<file path="src/pkg/csd_pkg.sv">
// Purpose: shared types, field layouts and cycle figures of the decoder
// Assumes: one clock, registers reached over classic wishbone
// Notes:   cycle and byte figures are per instruction form

package csd_pkg;

  // ==========================================================
  // register map
  localparam logic [7:0] CSD_OFS_CMD  = 8'h00;
  localparam logic [7:0] CSD_OFS_STAT = 8'h04;
  localparam int         CSD_GO_BIT   = 16;
  localparam int         CSD_GO_LANE  = 2;
  localparam logic [15:0] CSD_CMD_RST = 16'h0000;

  // ==========================================================
  // operation codes written by software
  typedef enum logic [3:0] {
    OP_STORE_FAR_DSP      = 4'b0000,
    OP_STORE_FAR_PAIR     = 4'b0001,
    OP_STORE_IF_NONZERO   = 4'b0010,
    OP_STORE_IF_EQUAL     = 4'b0011,
    OP_STORE_SELECT       = 4'b0100,
    OP_SUB_IMM            = 4'b0101,
    OP_SUB_SHORT          = 4'b0110,
    OP_SUB_RM             = 4'b0111,
    OP_SUB_ACC            = 4'b1000,
    OP_AND_FLAGS_ONLY_IMM = 4'b1001,
    OP_AND_FLAGS_ONLY_RM  = 4'b1010,
    OP_ILLEGAL_TRAP       = 4'b1011,
    OP_WAIT               = 4'b1100,
    OP_SWAP               = 4'b1101
  } csd_op_e;

  // operand kinds reported back
  typedef enum logic [2:0] {
    K_DATA_REG       = 3'b000,
    K_ADDR_REG       = 3'b001,
    K_INDIRECT       = 3'b010,
    K_DSP8           = 3'b011,
    K_DSP16          = 3'b100,
    K_ABS16          = 3'b101,
    K_ACC0_HIGH_BYTE = 3'b110,
    K_ACC0_LOW_BYTE  = 3'b111
  } csd_kind_e;

  typedef enum logic [0:0] {
    ST_IDLE = 1'b0,
    ST_RUN  = 1'b1
  } csd_state_e;

  // ==========================================================
  // carriers
  typedef struct packed {
    logic [3:0] dst;
    logic [3:0] src;
    logic [1:0] pad;
    logic       zf;
    logic       wide;
    csd_op_e    op;
  } csd_cmd_t;

  typedef struct packed {
    logic       bad;
    logic [2:0] bytes;
    logic [4:0] cycles;
    logic       wr_dest;
    logic       flags_upd;
    csd_kind_e  skind;
    csd_kind_e  dkind;
  } csd_dec_t;

  typedef struct packed {
    logic [8:0] pad_hi;
    csd_dec_t   dec;
    logic [2:0] pad_lo;
    logic       waiting;
    logic       done;
    logic       busy;
  } csd_stat_t;

  // ==========================================================
  // field codes
  localparam logic [3:0] GEN_AREG  = 4'h4;
  localparam logic [3:0] GEN_IND   = 4'h6;
  localparam logic [3:0] GEN_DSP8  = 4'h8;
  localparam logic [3:0] GEN_DSP16 = 4'hC;
  localparam logic [3:0] GEN_ABS16 = 4'hF;
  localparam logic [2:0] SD_ACC_HI = 3'h3;
  localparam logic [2:0] SD_ACC_LO = 3'h4;
  localparam logic [2:0] SD_DSP8   = 3'h5;
  localparam logic [2:0] SD_ABS16  = 3'h7;
  localparam logic [1:0] SS_REG    = 2'h0;
  localparam logic [1:0] SS_ABS16  = 2'h3;
  localparam logic [2:0] EXT0      = 3'h0;
  localparam logic [2:0] EXT1      = 3'h1;
  localparam logic [2:0] EXT2      = 3'h2;

  // ==========================================================
  // byte counts and cycle counts
  localparam logic [2:0] BYT_FAR_DSP  = 3'h5;
  localparam logic [2:0] BYT_FAR_PAIR = 3'h2;
  localparam logic [2:0] BYT_STC      = 3'h2;
  localparam logic [2:0] BYT_SEL      = 3'h3;
  localparam logic [2:0] BYT_SUBS     = 3'h2;
  localparam logic [2:0] BYT_IMM      = 3'h3;
  localparam logic [2:0] BYT_RM       = 3'h2;
  localparam logic [2:0] BYT_ACC      = 3'h1;
  localparam logic [2:0] BYT_TRAP     = 3'h1;
  localparam logic [2:0] BYT_WAIT     = 3'h2;
  localparam logic [2:0] BYT_SWAP     = 3'h2;
  localparam logic [4:0] CYC_FAR_REG  = 5'h03;
  localparam logic [4:0] CYC_FAR_MEM  = 5'h04;
  localparam logic [4:0] CYC_STC_REG  = 5'h01;
  localparam logic [4:0] CYC_STC_MEM  = 5'h02;
  localparam logic [4:0] CYC_SEL_REG  = 5'h02;
  localparam logic [4:0] CYC_SEL_MEM  = 5'h03;
  localparam logic [4:0] CYC_SUBS_REG = 5'h01;
  localparam logic [4:0] CYC_SUBS_MEM = 5'h03;
  localparam logic [4:0] CYC_IMM_REG  = 5'h02;
  localparam logic [4:0] CYC_IMM_MEM  = 5'h04;
  localparam logic [4:0] CYC_RM_BASE  = 5'h02;
  localparam logic [4:0] CYC_ACC_REG  = 5'h02;
  localparam logic [4:0] CYC_ACC_MEM  = 5'h03;
  localparam logic [4:0] CYC_TRAP     = 5'h14;
  localparam logic [4:0] CYC_WAIT     = 5'h03;
  localparam logic [4:0] CYC_SWAP_REG = 5'h04;
  localparam logic [4:0] CYC_SWAP_MEM = 5'h05;
  localparam logic [4:0] CNT_LAST     = 5'h01;

  // ==========================================================
  // field decoders
  function automatic csd_kind_e gen_kind(input logic [3:0] f);
    if (f == GEN_ABS16) return K_ABS16;
    if (f >= GEN_DSP16) return K_DSP16;
    if (f >= GEN_DSP8) return K_DSP8;
    if (f >= GEN_IND) return K_INDIRECT;
    if (f >= GEN_AREG) return K_ADDR_REG;
    return K_DATA_REG;
  endfunction

  function automatic logic gen_mem(input logic [3:0] f);
    return f >= GEN_IND;
  endfunction

  function automatic logic [2:0] gen_ext(input logic [3:0] f);
    return (f >= GEN_DSP16) ? EXT2 : ((f >= GEN_DSP8) ? EXT1 : EXT0);
  endfunction

  function automatic logic sd_mem(input logic [2:0] f);
    return f >= SD_DSP8;
  endfunction

  function automatic logic [2:0] sd_ext(input logic [2:0] f);
    return (f == SD_ABS16) ? EXT2 : (sd_mem(f) ? EXT1 : EXT0);
  endfunction

endpackage

</file>
<file path="src/hdl/csd_decode.sv">
// Purpose: decode and cycle timing for far stores, conditional stores,
//          subtract, flag-only and, trap, wait and swap forms
// Assumes: software writes one instruction descriptor at a time
// Notes:   busy_o stands for exactly the instruction's cycle count
//
// Overview of operation
// - width bit, 0 byte, 1 word
// - four-bit general operand field decode
// - three-bit short destination field decode
// - far dsp20 store, 5-7 bytes, 3/4 cycles
// - far pair store, 2-4 bytes, 3/4 cycles
// - store-if-nonzero 1/2 cycles, +1 when flag 0
// - store-if-zero 1/2 cycles, +1 when flag 1
// - select-store 3-5 bytes, 2/3 cycles
// - short subtract immediate, 1/3 cycles
// - general subtract immediate, 2/4 cycles
// - word width adds one immediate byte
// - register/memory subtract 2, 3 or 4 cycles
// - short accumulator-byte subtract, 2/3 cycles
// - immediate and-flags 2/4 cycles, 3-6 bytes
// - register/memory and-flags 2, 3 or 4 cycles
// - trap opcode one byte, 20 cycles
// - wait two bytes, 3 cycles, then waiting
// - swap, fixed data-register source, 4/5 cycles

`timescale 1ns/1ps

module csd_decode
  import csd_pkg::*;
(
  // clock and reset
  input  wire logic        clk_i,
  input  wire logic        rst_i,
  // wishbone slave
  input  wire logic        wb_cyc_i,
  input  wire logic        wb_stb_i,
  input  wire logic        wb_we_i,
  input  wire logic [7:0]  wb_adr_i,
  input  wire logic [3:0]  wb_sel_i,
  input  wire logic [31:0] wb_dat_i,
  output logic      [31:0] wb_dat_o,
  output logic             wb_ack_o,
  // execution status
  output logic             busy_o,
  output logic             done_o,
  output logic             trap_o,
  output logic             waiting_o
);

  // ==========================================================
  // declarations
  csd_cmd_t   cmd_reg;
  csd_dec_t   dec;
  csd_dec_t   dec_reg;
  csd_stat_t  stat;
  csd_stat_t  stat_wr;
  csd_state_e state_reg;
  csd_op_e    op_reg;
  logic [4:0] cnt_reg;
  logic       go_reg;
  logic       done_sticky_reg;
  logic       wr_fire;
  logic       req_new;
  logic       cmd_ok;
  logic       launch;
  logic       finish;
  logic       z_hit;
  logic [2:0] dst3;
  logic [1:0] src2;

  assign dst3    = cmd_reg.dst[2:0];
  assign src2    = cmd_reg.src[1:0];
  assign stat_wr = wb_dat_i;
  assign wr_fire = wb_cyc_i && wb_stb_i && wb_we_i && wb_ack_o;
  assign req_new = wb_cyc_i && wb_stb_i && !wb_ack_o;
  assign cmd_ok  = (state_reg == ST_IDLE) && !go_reg;
  assign launch  = go_reg && (state_reg == ST_IDLE) && !dec.bad;
  assign finish  = (state_reg == ST_RUN) && (cnt_reg == CNT_LAST);
  assign z_hit   = (cmd_reg.op == OP_STORE_IF_NONZERO) ?
                   !cmd_reg.zf : cmd_reg.zf;

  // ==========================================================
  // wishbone answer
  always_ff @(posedge clk_i) begin
    if (rst_i) begin
      wb_ack_o <= 1'b0;
    end else begin
      wb_ack_o <= req_new;
    end
  end

  always_comb begin
    stat         = '0;
    stat.busy    = busy_o;
    stat.done    = done_sticky_reg;
    stat.waiting = waiting_o;
    stat.dec     = dec_reg;
  end

  always_ff @(posedge clk_i) begin
    if (rst_i) begin
      wb_dat_o <= '0;
    end else if (req_new) begin
      unique case (wb_adr_i)
        CSD_OFS_CMD:  wb_dat_o <= {16'h0000, cmd_reg};
        CSD_OFS_STAT: wb_dat_o <= stat;
        default:      wb_dat_o <= '0;
      endcase
    end
  end

  // ==========================================================
  // command register, refused while an instruction runs
  always_ff @(posedge clk_i) begin
    if (rst_i) begin
      cmd_reg <= CSD_CMD_RST;
      go_reg  <= 1'b0;
    end else begin
      go_reg <= 1'b0;
      if (wr_fire && (wb_adr_i == CSD_OFS_CMD) && cmd_ok) begin
        if (wb_sel_i[0]) begin
          cmd_reg[7:0] <= wb_dat_i[7:0];
        end
        if (wb_sel_i[1]) begin
          cmd_reg[15:8] <= wb_dat_i[15:8];
        end
        go_reg <= wb_sel_i[CSD_GO_LANE] && wb_dat_i[CSD_GO_BIT];
      end
    end
  end

  // ==========================================================
  // decode
  always_comb begin
    dec = '0;
    dec.skind = gen_kind(cmd_reg.src);
    dec.dkind = gen_kind(cmd_reg.dst);
    unique case (cmd_reg.op)
      OP_STORE_FAR_DSP: begin
        dec.bytes   = BYT_FAR_DSP + gen_ext(cmd_reg.src);
        dec.cycles  = gen_mem(cmd_reg.src) ? CYC_FAR_MEM : CYC_FAR_REG;
        dec.wr_dest = 1'b1;
      end
      OP_STORE_FAR_PAIR: begin
        dec.bytes   = BYT_FAR_PAIR + gen_ext(cmd_reg.src);
        dec.cycles  = gen_mem(cmd_reg.src) ? CYC_FAR_MEM : CYC_FAR_REG;
        dec.wr_dest = 1'b1;
      end
      OP_STORE_IF_NONZERO,
      OP_STORE_IF_EQUAL: begin
        dec.bytes   = BYT_STC + sd_ext(dst3);
        dec.cycles  = (sd_mem(dst3) ? CYC_STC_MEM : CYC_STC_REG)
                      + {4'h0, z_hit};
        dec.wr_dest = z_hit;
      end
      OP_STORE_SELECT: begin
        dec.bytes   = BYT_SEL + sd_ext(dst3);
        dec.cycles  = sd_mem(dst3) ? CYC_SEL_MEM : CYC_SEL_REG;
        dec.wr_dest = 1'b1;
      end
      OP_SUB_SHORT: begin
        dec.bytes     = BYT_SUBS + sd_ext(dst3);
        dec.cycles    = sd_mem(dst3) ? CYC_SUBS_MEM : CYC_SUBS_REG;
        dec.wr_dest   = 1'b1;
        dec.flags_upd = 1'b1;
      end
      OP_SUB_IMM,
      OP_AND_FLAGS_ONLY_IMM: begin
        dec.bytes     = BYT_IMM + gen_ext(cmd_reg.dst)
                        + {2'h0, cmd_reg.wide};
        dec.cycles    = gen_mem(cmd_reg.dst) ? CYC_IMM_MEM
                                             : CYC_IMM_REG;
        dec.wr_dest   = (cmd_reg.op == OP_SUB_IMM);
        dec.flags_upd = 1'b1;
      end
      OP_SUB_RM,
      OP_AND_FLAGS_ONLY_RM: begin
        dec.bytes     = BYT_RM + gen_ext(cmd_reg.src)
                        + gen_ext(cmd_reg.dst);
        dec.cycles    = CYC_RM_BASE + {4'h0, gen_mem(cmd_reg.src)}
                        + {4'h0, gen_mem(cmd_reg.dst)};
        dec.wr_dest   = (cmd_reg.op == OP_SUB_RM);
        dec.flags_upd = 1'b1;
      end
      OP_SUB_ACC: begin
        dec.dkind     = cmd_reg.dst[0] ? K_ACC0_HIGH_BYTE
                                       : K_ACC0_LOW_BYTE;
        if (src2 == SS_REG) begin
          dec.skind = cmd_reg.dst[0] ? K_ACC0_LOW_BYTE
                                     : K_ACC0_HIGH_BYTE;
        end else if (src2 == SS_ABS16) begin
          dec.skind = K_ABS16;
        end else begin
          dec.skind = K_DSP8;
        end
        dec.bytes     = BYT_ACC + ((src2 == SS_ABS16) ? EXT2 :
                        ((src2 == SS_REG) ? EXT0 : EXT1));
        dec.cycles    = (src2 == SS_REG) ? CYC_ACC_REG : CYC_ACC_MEM;
        dec.wr_dest   = 1'b1;
        dec.flags_upd = 1'b1;
      end
      OP_ILLEGAL_TRAP: begin
        dec.bytes  = BYT_TRAP;
        dec.cycles = CYC_TRAP;
      end
      OP_WAIT: begin
        dec.bytes  = BYT_WAIT;
        dec.cycles = CYC_WAIT;
      end
      OP_SWAP: begin
        dec.skind   = K_DATA_REG;
        dec.bytes   = BYT_SWAP + gen_ext(cmd_reg.dst);
        dec.cycles  = gen_mem(cmd_reg.dst) ? CYC_SWAP_MEM
                                           : CYC_SWAP_REG;
        dec.wr_dest = 1'b1;
      end
      default: begin
        dec.bad = 1'b1;
      end
    endcase
    if ((cmd_reg.op == OP_STORE_IF_NONZERO) ||
        (cmd_reg.op == OP_STORE_IF_EQUAL) ||
        (cmd_reg.op == OP_STORE_SELECT) ||
        (cmd_reg.op == OP_SUB_SHORT)) begin
      dec.bad   = dst3 < SD_ACC_HI;
      dec.dkind = (dst3 == SD_ACC_HI) ? K_ACC0_HIGH_BYTE :
                  (dst3 == SD_ACC_LO) ? K_ACC0_LOW_BYTE :
                  (dst3 == SD_ABS16) ? K_ABS16 : K_DSP8;
    end
  end

  // ==========================================================
  // sequencer
  always_ff @(posedge clk_i) begin
    if (rst_i) begin
      state_reg <= ST_IDLE;
      cnt_reg   <= '0;
      busy_o    <= 1'b0;
      op_reg    <= OP_STORE_FAR_DSP;
    end else if (launch) begin
      state_reg <= ST_RUN;
      cnt_reg   <= dec.cycles;
      busy_o    <= 1'b1;
      op_reg    <= cmd_reg.op;
    end else if (finish) begin
      state_reg <= ST_IDLE;
      busy_o    <= 1'b0;
    end else if (state_reg == ST_RUN) begin
      cnt_reg <= cnt_reg - CNT_LAST;
    end
  end

  always_ff @(posedge clk_i) begin
    if (rst_i) begin
      dec_reg <= '0;
    end else if (go_reg && (state_reg == ST_IDLE)) begin
      dec_reg <= dec;
    end
  end

  always_ff @(posedge clk_i) begin
    if (rst_i) begin
      done_o    <= 1'b0;
      trap_o    <= 1'b0;
      waiting_o <= 1'b0;
    end else begin
      done_o <= finish;
      trap_o <= finish && (op_reg == OP_ILLEGAL_TRAP);
      if (finish && (op_reg == OP_WAIT)) begin
        waiting_o <= 1'b1;
      end else if (launch) begin
        waiting_o <= 1'b0;
      end
    end
  end

  // completion flag: a finish in the clearing cycle wins
  always_ff @(posedge clk_i) begin
    if (rst_i) begin
      done_sticky_reg <= 1'b0;
    end else if (finish) begin
      done_sticky_reg <= 1'b1;
    end else if (wr_fire && (wb_adr_i == CSD_OFS_STAT) &&
                 wb_sel_i[0] && stat_wr.done) begin
      done_sticky_reg <= 1'b0;
    end
  end
endmodule

</file>
<file path="config.mk">
export PLATFORM = sky130hd
export DESIGN_NAME = csd_decode
export DESIGN_NICKNAME = d
export VERILOG_FILES = /design/src/pkg/csd_pkg.sv /design/src/hdl/csd_decode.sv
export SDC_FILE = /design/constraint.sdc
export NUM_CORES = 1
export LEC_CHECK = 0
export BUFFER_PORTS_ARGS = -buffer_cell sky130_fd_sc_hd__buf_2
export CAP_MARGIN = 20
export CORE_AREA = 2 2 87 89
export CTS_CLUSTER_DIAMETER = 200
export CTS_CLUSTER_SIZE = 14
export DETAILED_ROUTE_END_ITERATION = 16
export DIE_AREA = 0 0 89 91
export PLACE_DENSITY = 0.78
export SLEW_MARGIN = 30
export SYNTH_ARGS = -nofsm -noshare
export SYNTH_HDL_FRONTEND = slang
export SYNTH_SLANG_ARGS = --single-unit
export TNS_END_PERCENT = 50
</file>
<file path="constraint.sdc">
create_clock -name clk_i -period 2.8 [get_ports clk_i]
set_input_delay 0.56 -clock clk_i [delete_from_list [all_inputs] [get_ports clk_i]]
set_output_delay 0.56 -clock clk_i [all_outputs]
set_load 0.02 [all_outputs]
</file>
Word-level counts from Yosys, hierarchy flattened
Index checks and enable logic that the tools add are counted.
W data, S select, Z words.

word-level totals
  word-level logic and storage cells = 203
  bits in registers = 81
  input port bits = 49
  output and inout port bits = 37

cells by class
  $lt $le $gt $ge = 10
  bitwise logic cells = 2
  equal/unequal tests = 24
  muxes and demuxes = 91
  reductions and logical operators = 40
  add/subtract/negate cells = 13

operators by type and width
  operator               number
  $pmux W8 S11           1
  $mux W3                29
  $mux W1                49
  $pmux W23 S2           1
  $eq A4 B4 Y1 const B   10
  $eq A4 B3 Y1 const B   4
  $ge A4 B3 Y1 const B   4
  $ge A4 B4 Y1 const B   4
  $logic_and A1 B1 Y1    16
  $mux W5                3
  $reduce_or A14 Y1      1
  $mux W2                6
  $reduce_or A6 Y1       2
  $add A2 B2 Y3 const A  3
  $eq A4 B2 Y1 const B   2
  $eq A8 B3 Y1 const B   1
  $logic_not A8 Y1       1
  $reduce_bool A2 Y1     4
  $reduce_or A2 Y1       4
  $add A2 B3 Y3 const A  2
  $eq A3 B3 Y1 const B   2
  $pmux W3 S2            1
  $reduce_and A2 Y1      3
  $eq A5 B1 Y1 const B   1
  other kinds (20)       26

Logic depth before layout (Yosys ltp)
  word-level depth = 19
  depth in mapped cells = 11
  depth with buffers taken out = 9

Worst setup path after synthesis
Ideal clock, no wire load.

  path kind = flip-flop to flip-flop
  start point = register cmd_reg[1] in the netlist's numbering
  end point = register cnt_reg[2]
  path slack = 0.725 ns
  setup time = 0.092 ns
  arrival time = 1.983 ns
  buffers on the path = 3
  required time = 2.708 ns
  period minus slack after synthesis = 2.075 ns
  cell stages (with the launch flop) = 12
  cell sequence = dfxtp_1 buf_2 buf_2 buf_2 and2_1 xor2_1 ha_1 nand2_1 o22ai_1 and2_1 nor4_1 nor4_1

on the way
  word-level cells in the longest chain between the ends = 9
  elaborated cells between the ends (all ways) = 32
  classes of those cells = add/sub (1); eq/ne (14); mux (5); reduce/logical (12)

ends and longest elaborated chain
  item                                                       line               text
  start, declared                                            csd_decode.sv:52   csd_cmd_t cmd_reg;
  branches (longest 9 deep; another with $reduce_or A14 Y1)  n/a
  end signal, assigned                                       csd_decode.sv:242  cnt_reg <= dec.cycles;
  end signal, assigned                                       csd_decode.sv:249  cnt_reg <= cnt_reg - CNT_LAST;
  end, declared                                              csd_decode.sv:59   logic [4:0] cnt_reg;

Several ways; the timed one is not identified.
A chain may end at the register's enable or synchronous reset.

Worst setup path after layout
  start point = register cmd_reg[2] in the netlist's numbering
  end point = register dec_reg[14] in the netlist's numbering

on the way
  word-level cells in the longest chain between the ends = 3
  elaborated cells between the ends (all ways) = 18
  classes of those cells = eq/ne (13); mux (1); reduce/logical (4)

ends and longest elaborated chain
  item                                        line               text
  $eq A4 B3 Y1, or another cell as far along  csd_decode.sv:138  unique case (cmd_reg.op)
  $reduce_or A2 Y1                            n/a
  $pmux W8 S11 *                              csd_decode.sv:138
  end signal, assigned                        csd_decode.sv:255  dec_reg <= '0;
  end signal, assigned                        csd_decode.sv:257  dec_reg <= dec;
  end, declared                               csd_decode.sv:54   csd_dec_t dec_reg;

Every way passes the cells marked *; elsewhere a longest branch is shown, timed or not.

==> results.cfg <==
[hold_path]
hold_class = primary input to register
min_from = wb_dat_i[7]

[cells_and_area]
largest_register_ff_count = 22
layout_commonest_cell = dfxtp_1
layout.cells.non_filler = 597
final.fill_count = 661
nNetsFinal = 554
area_growth_pct = 14.0
final_cell_mix = dfxtp_1 (70), nor2_1 (59), buf_2 (59), nand2_1 (36), a21oi_1 (30)
final_core_util_pct = 60.2
stdcell_area_mm2 = 0.00430
diodes = 0
layout-drive-gt1-share_pct = 22.9

[timing]
relSlewSlack_pct = 54.0
rsz0062_at_grt = no
max_freq_ghz = 0.443
hold_viol = 0
finClkSkew_ns = 0.0111
setup_slack_ns = 0.541
hold_ws_ns = 0.435
tightest_slew_ns = 0.684
period_minus_slack_ns = 2.26
finalSetupViolCount = 0
slew_viol_final = 0
fin_crit_sh_pct = 80.7
setup_tns_ns = 0

[floorplan]
core_mm2 = 0.00714
start_util_pct = 52.8
die_w_um = 89
rows = 31
io_pins = 86
die-height_um = 91
die-area_mm2 = 0.00810

[clock_tree]
cts_hold_buf = 0
clk_pin_slew_worst_paths_ns = 0.08
cts_buffer_depth = 2
cts_resized = 0
cts_setup_buffers = 0
clock_latency_ns = 0.35
cts_tree = yes
clockRootBuffer = clkbuf_8
numClockSinks = 70
cts_max_level = 3
cts_made_buffers = 9

[synthesis]
ys_seq_area_share_pct = 37.2
async_flop_share_pct = 0
synth.top_cell.area_share_pct = 37.2
yosys.cell_types.count = 63
ys.flop_type = dfxtp_1
synth.area.top_cells = dfxtp_1 (37%), nor2_1 (5.9%), mux2i_1 (5.0%)
ys_ff_latch = 70
synth_cells = 444
synth.largest_area_cell = dfxtp_1
post_synth.cell_area_avg_um2 = 8.49
syn-cell-area_mm2 = 0.00377
yosys_warnings = 0
synth_edf_count = 0

[grt]
grt_max_degree = 57
grt_pass1_vias = 3161
grt_usage_pct = 24.3
gr-total-overflow = 0
antenna_found_initial = 0
grt_first_pass_wirelength_um = 15200

[route]
wl_per_cell_um = 15.9
drt_iter0_markers = 242
drt-vias-per-instance = 5.75
routed_wl_um = 9460
num_vias = 3431
first_pass_iters = 5
ant_nets = 0
drcViolationCount = 0

[placed_design]
dpl.hpwl_um = 6880
place_area_mm2 = 0.00410
placed_cells = 582
gp_congestion = 0.919
pre_cts_ws_ns = 0.401
port_buffers = 59

[critical_path]
path_class = register to register
crit_start = cmd_reg[2]$_SDFFE_PP0P_
crit_slowest_cell = a2111oi_0
critPathLaunchType = register
worst_ep_arrival_time_ns = 2.46
path_cells = and2b_1 > o21ai_0 > o21ai_1 > a2111oi_0 > a211oi_1
rr_startpoint = cmd_reg[2]$_SDFFE_PP0P_
crit_family = compound AO/OA/AOI/OAI gates
cp-end-kind = register
critPathRequiredTime_ns = 3.00
cp_max_fo = 11
cpPeakStageDelay_ns = 0.57
cp.buffers_inverters = 0

[power_and_ir_drop]
vdd_drop_max_v = 0.000259
p_leak_nw = 1.87
power_density_mw_per_mm2 = 441
total_power_mw = 1.90

[job]
drv_cap = 0

[run_status]
outcome = complete, no violations
## where the power goes
part / switching [mW] / internal (mW)
Clock: 0.391 / 0.432
Combinational: 0.0522 / 0.0250
Sequential: 0.000306 / 0.995
Total: 0.443 / 1.45
## Yosys cell counts, drive strengths merged, types with 7 or more instances
cell	instances
mux2	13
nor2b	7
o21ai	11
nor2	59
nand2b	7
nor3	9
a21oi	30
nand4	7
clkbuf	19
mux2i	19
inv	13
a22oi	16
dfxtp	70
ha	10
nand3	8
nand2	38
buf	25
a211oi	8
## metal layers
metal,wire (µm),part of all wire (%),track usage (%)
met1,4270,45,31.6
met2,4520,48,39.4
met3,555,5.9,5.64
met4,116,1.2,7.96
met5,0,0,0
## final timing paths
check | slack [ns] | endpoint | cells after the start
worst min register to register | 0.44 | trap_o$_SDFF_PP0_ | 1
worst min-delay path | 0.43 | cmd_reg[7]$_SDFFE_PP0P_ | 3
worst max-delay path | 0.54 | dec_reg[14]$_SDFFE_PP0P_ | 5
worst max register to register | 0.54 | dec_reg[14]$_SDFFE_PP0P_ | 5
## area by class of cell
class                   instances  area [µm²]  area share, %
multi-input cells             326        2120           49.3
flip-flops and latches         70        1400           32.6
repair buffers                 74         408           9.49
clock buffers                  10         138           3.20
well taps                      99         124           2.88
clock inverters                 5        60.1           1.40
inverters                      13        48.8           1.14
## cells by family after synthesis
group	Yosys count	share of synthesized area [%]
and+or+nand+nor	164	22.6
AOI/OAI and AO/OA	105	18.9
DFF	70	37.2
buffers and inverters	57	7.50
muxes	32	8.93
adders and majority gates	11	3.85
xor gates and xnor gates	4	0.930
other	1	0.0995
## worst register-to-register path, cell delays in order (launching register included)
cell and delay (ns):
dfxtp_1 0.54, and2b_1 0.24, o21ai_0 0.55, o21ai_1 0.11, a2111oi_0 0.57, a211oi_1 0.12
No activity file was read; power rests on OpenSTA's default activity.
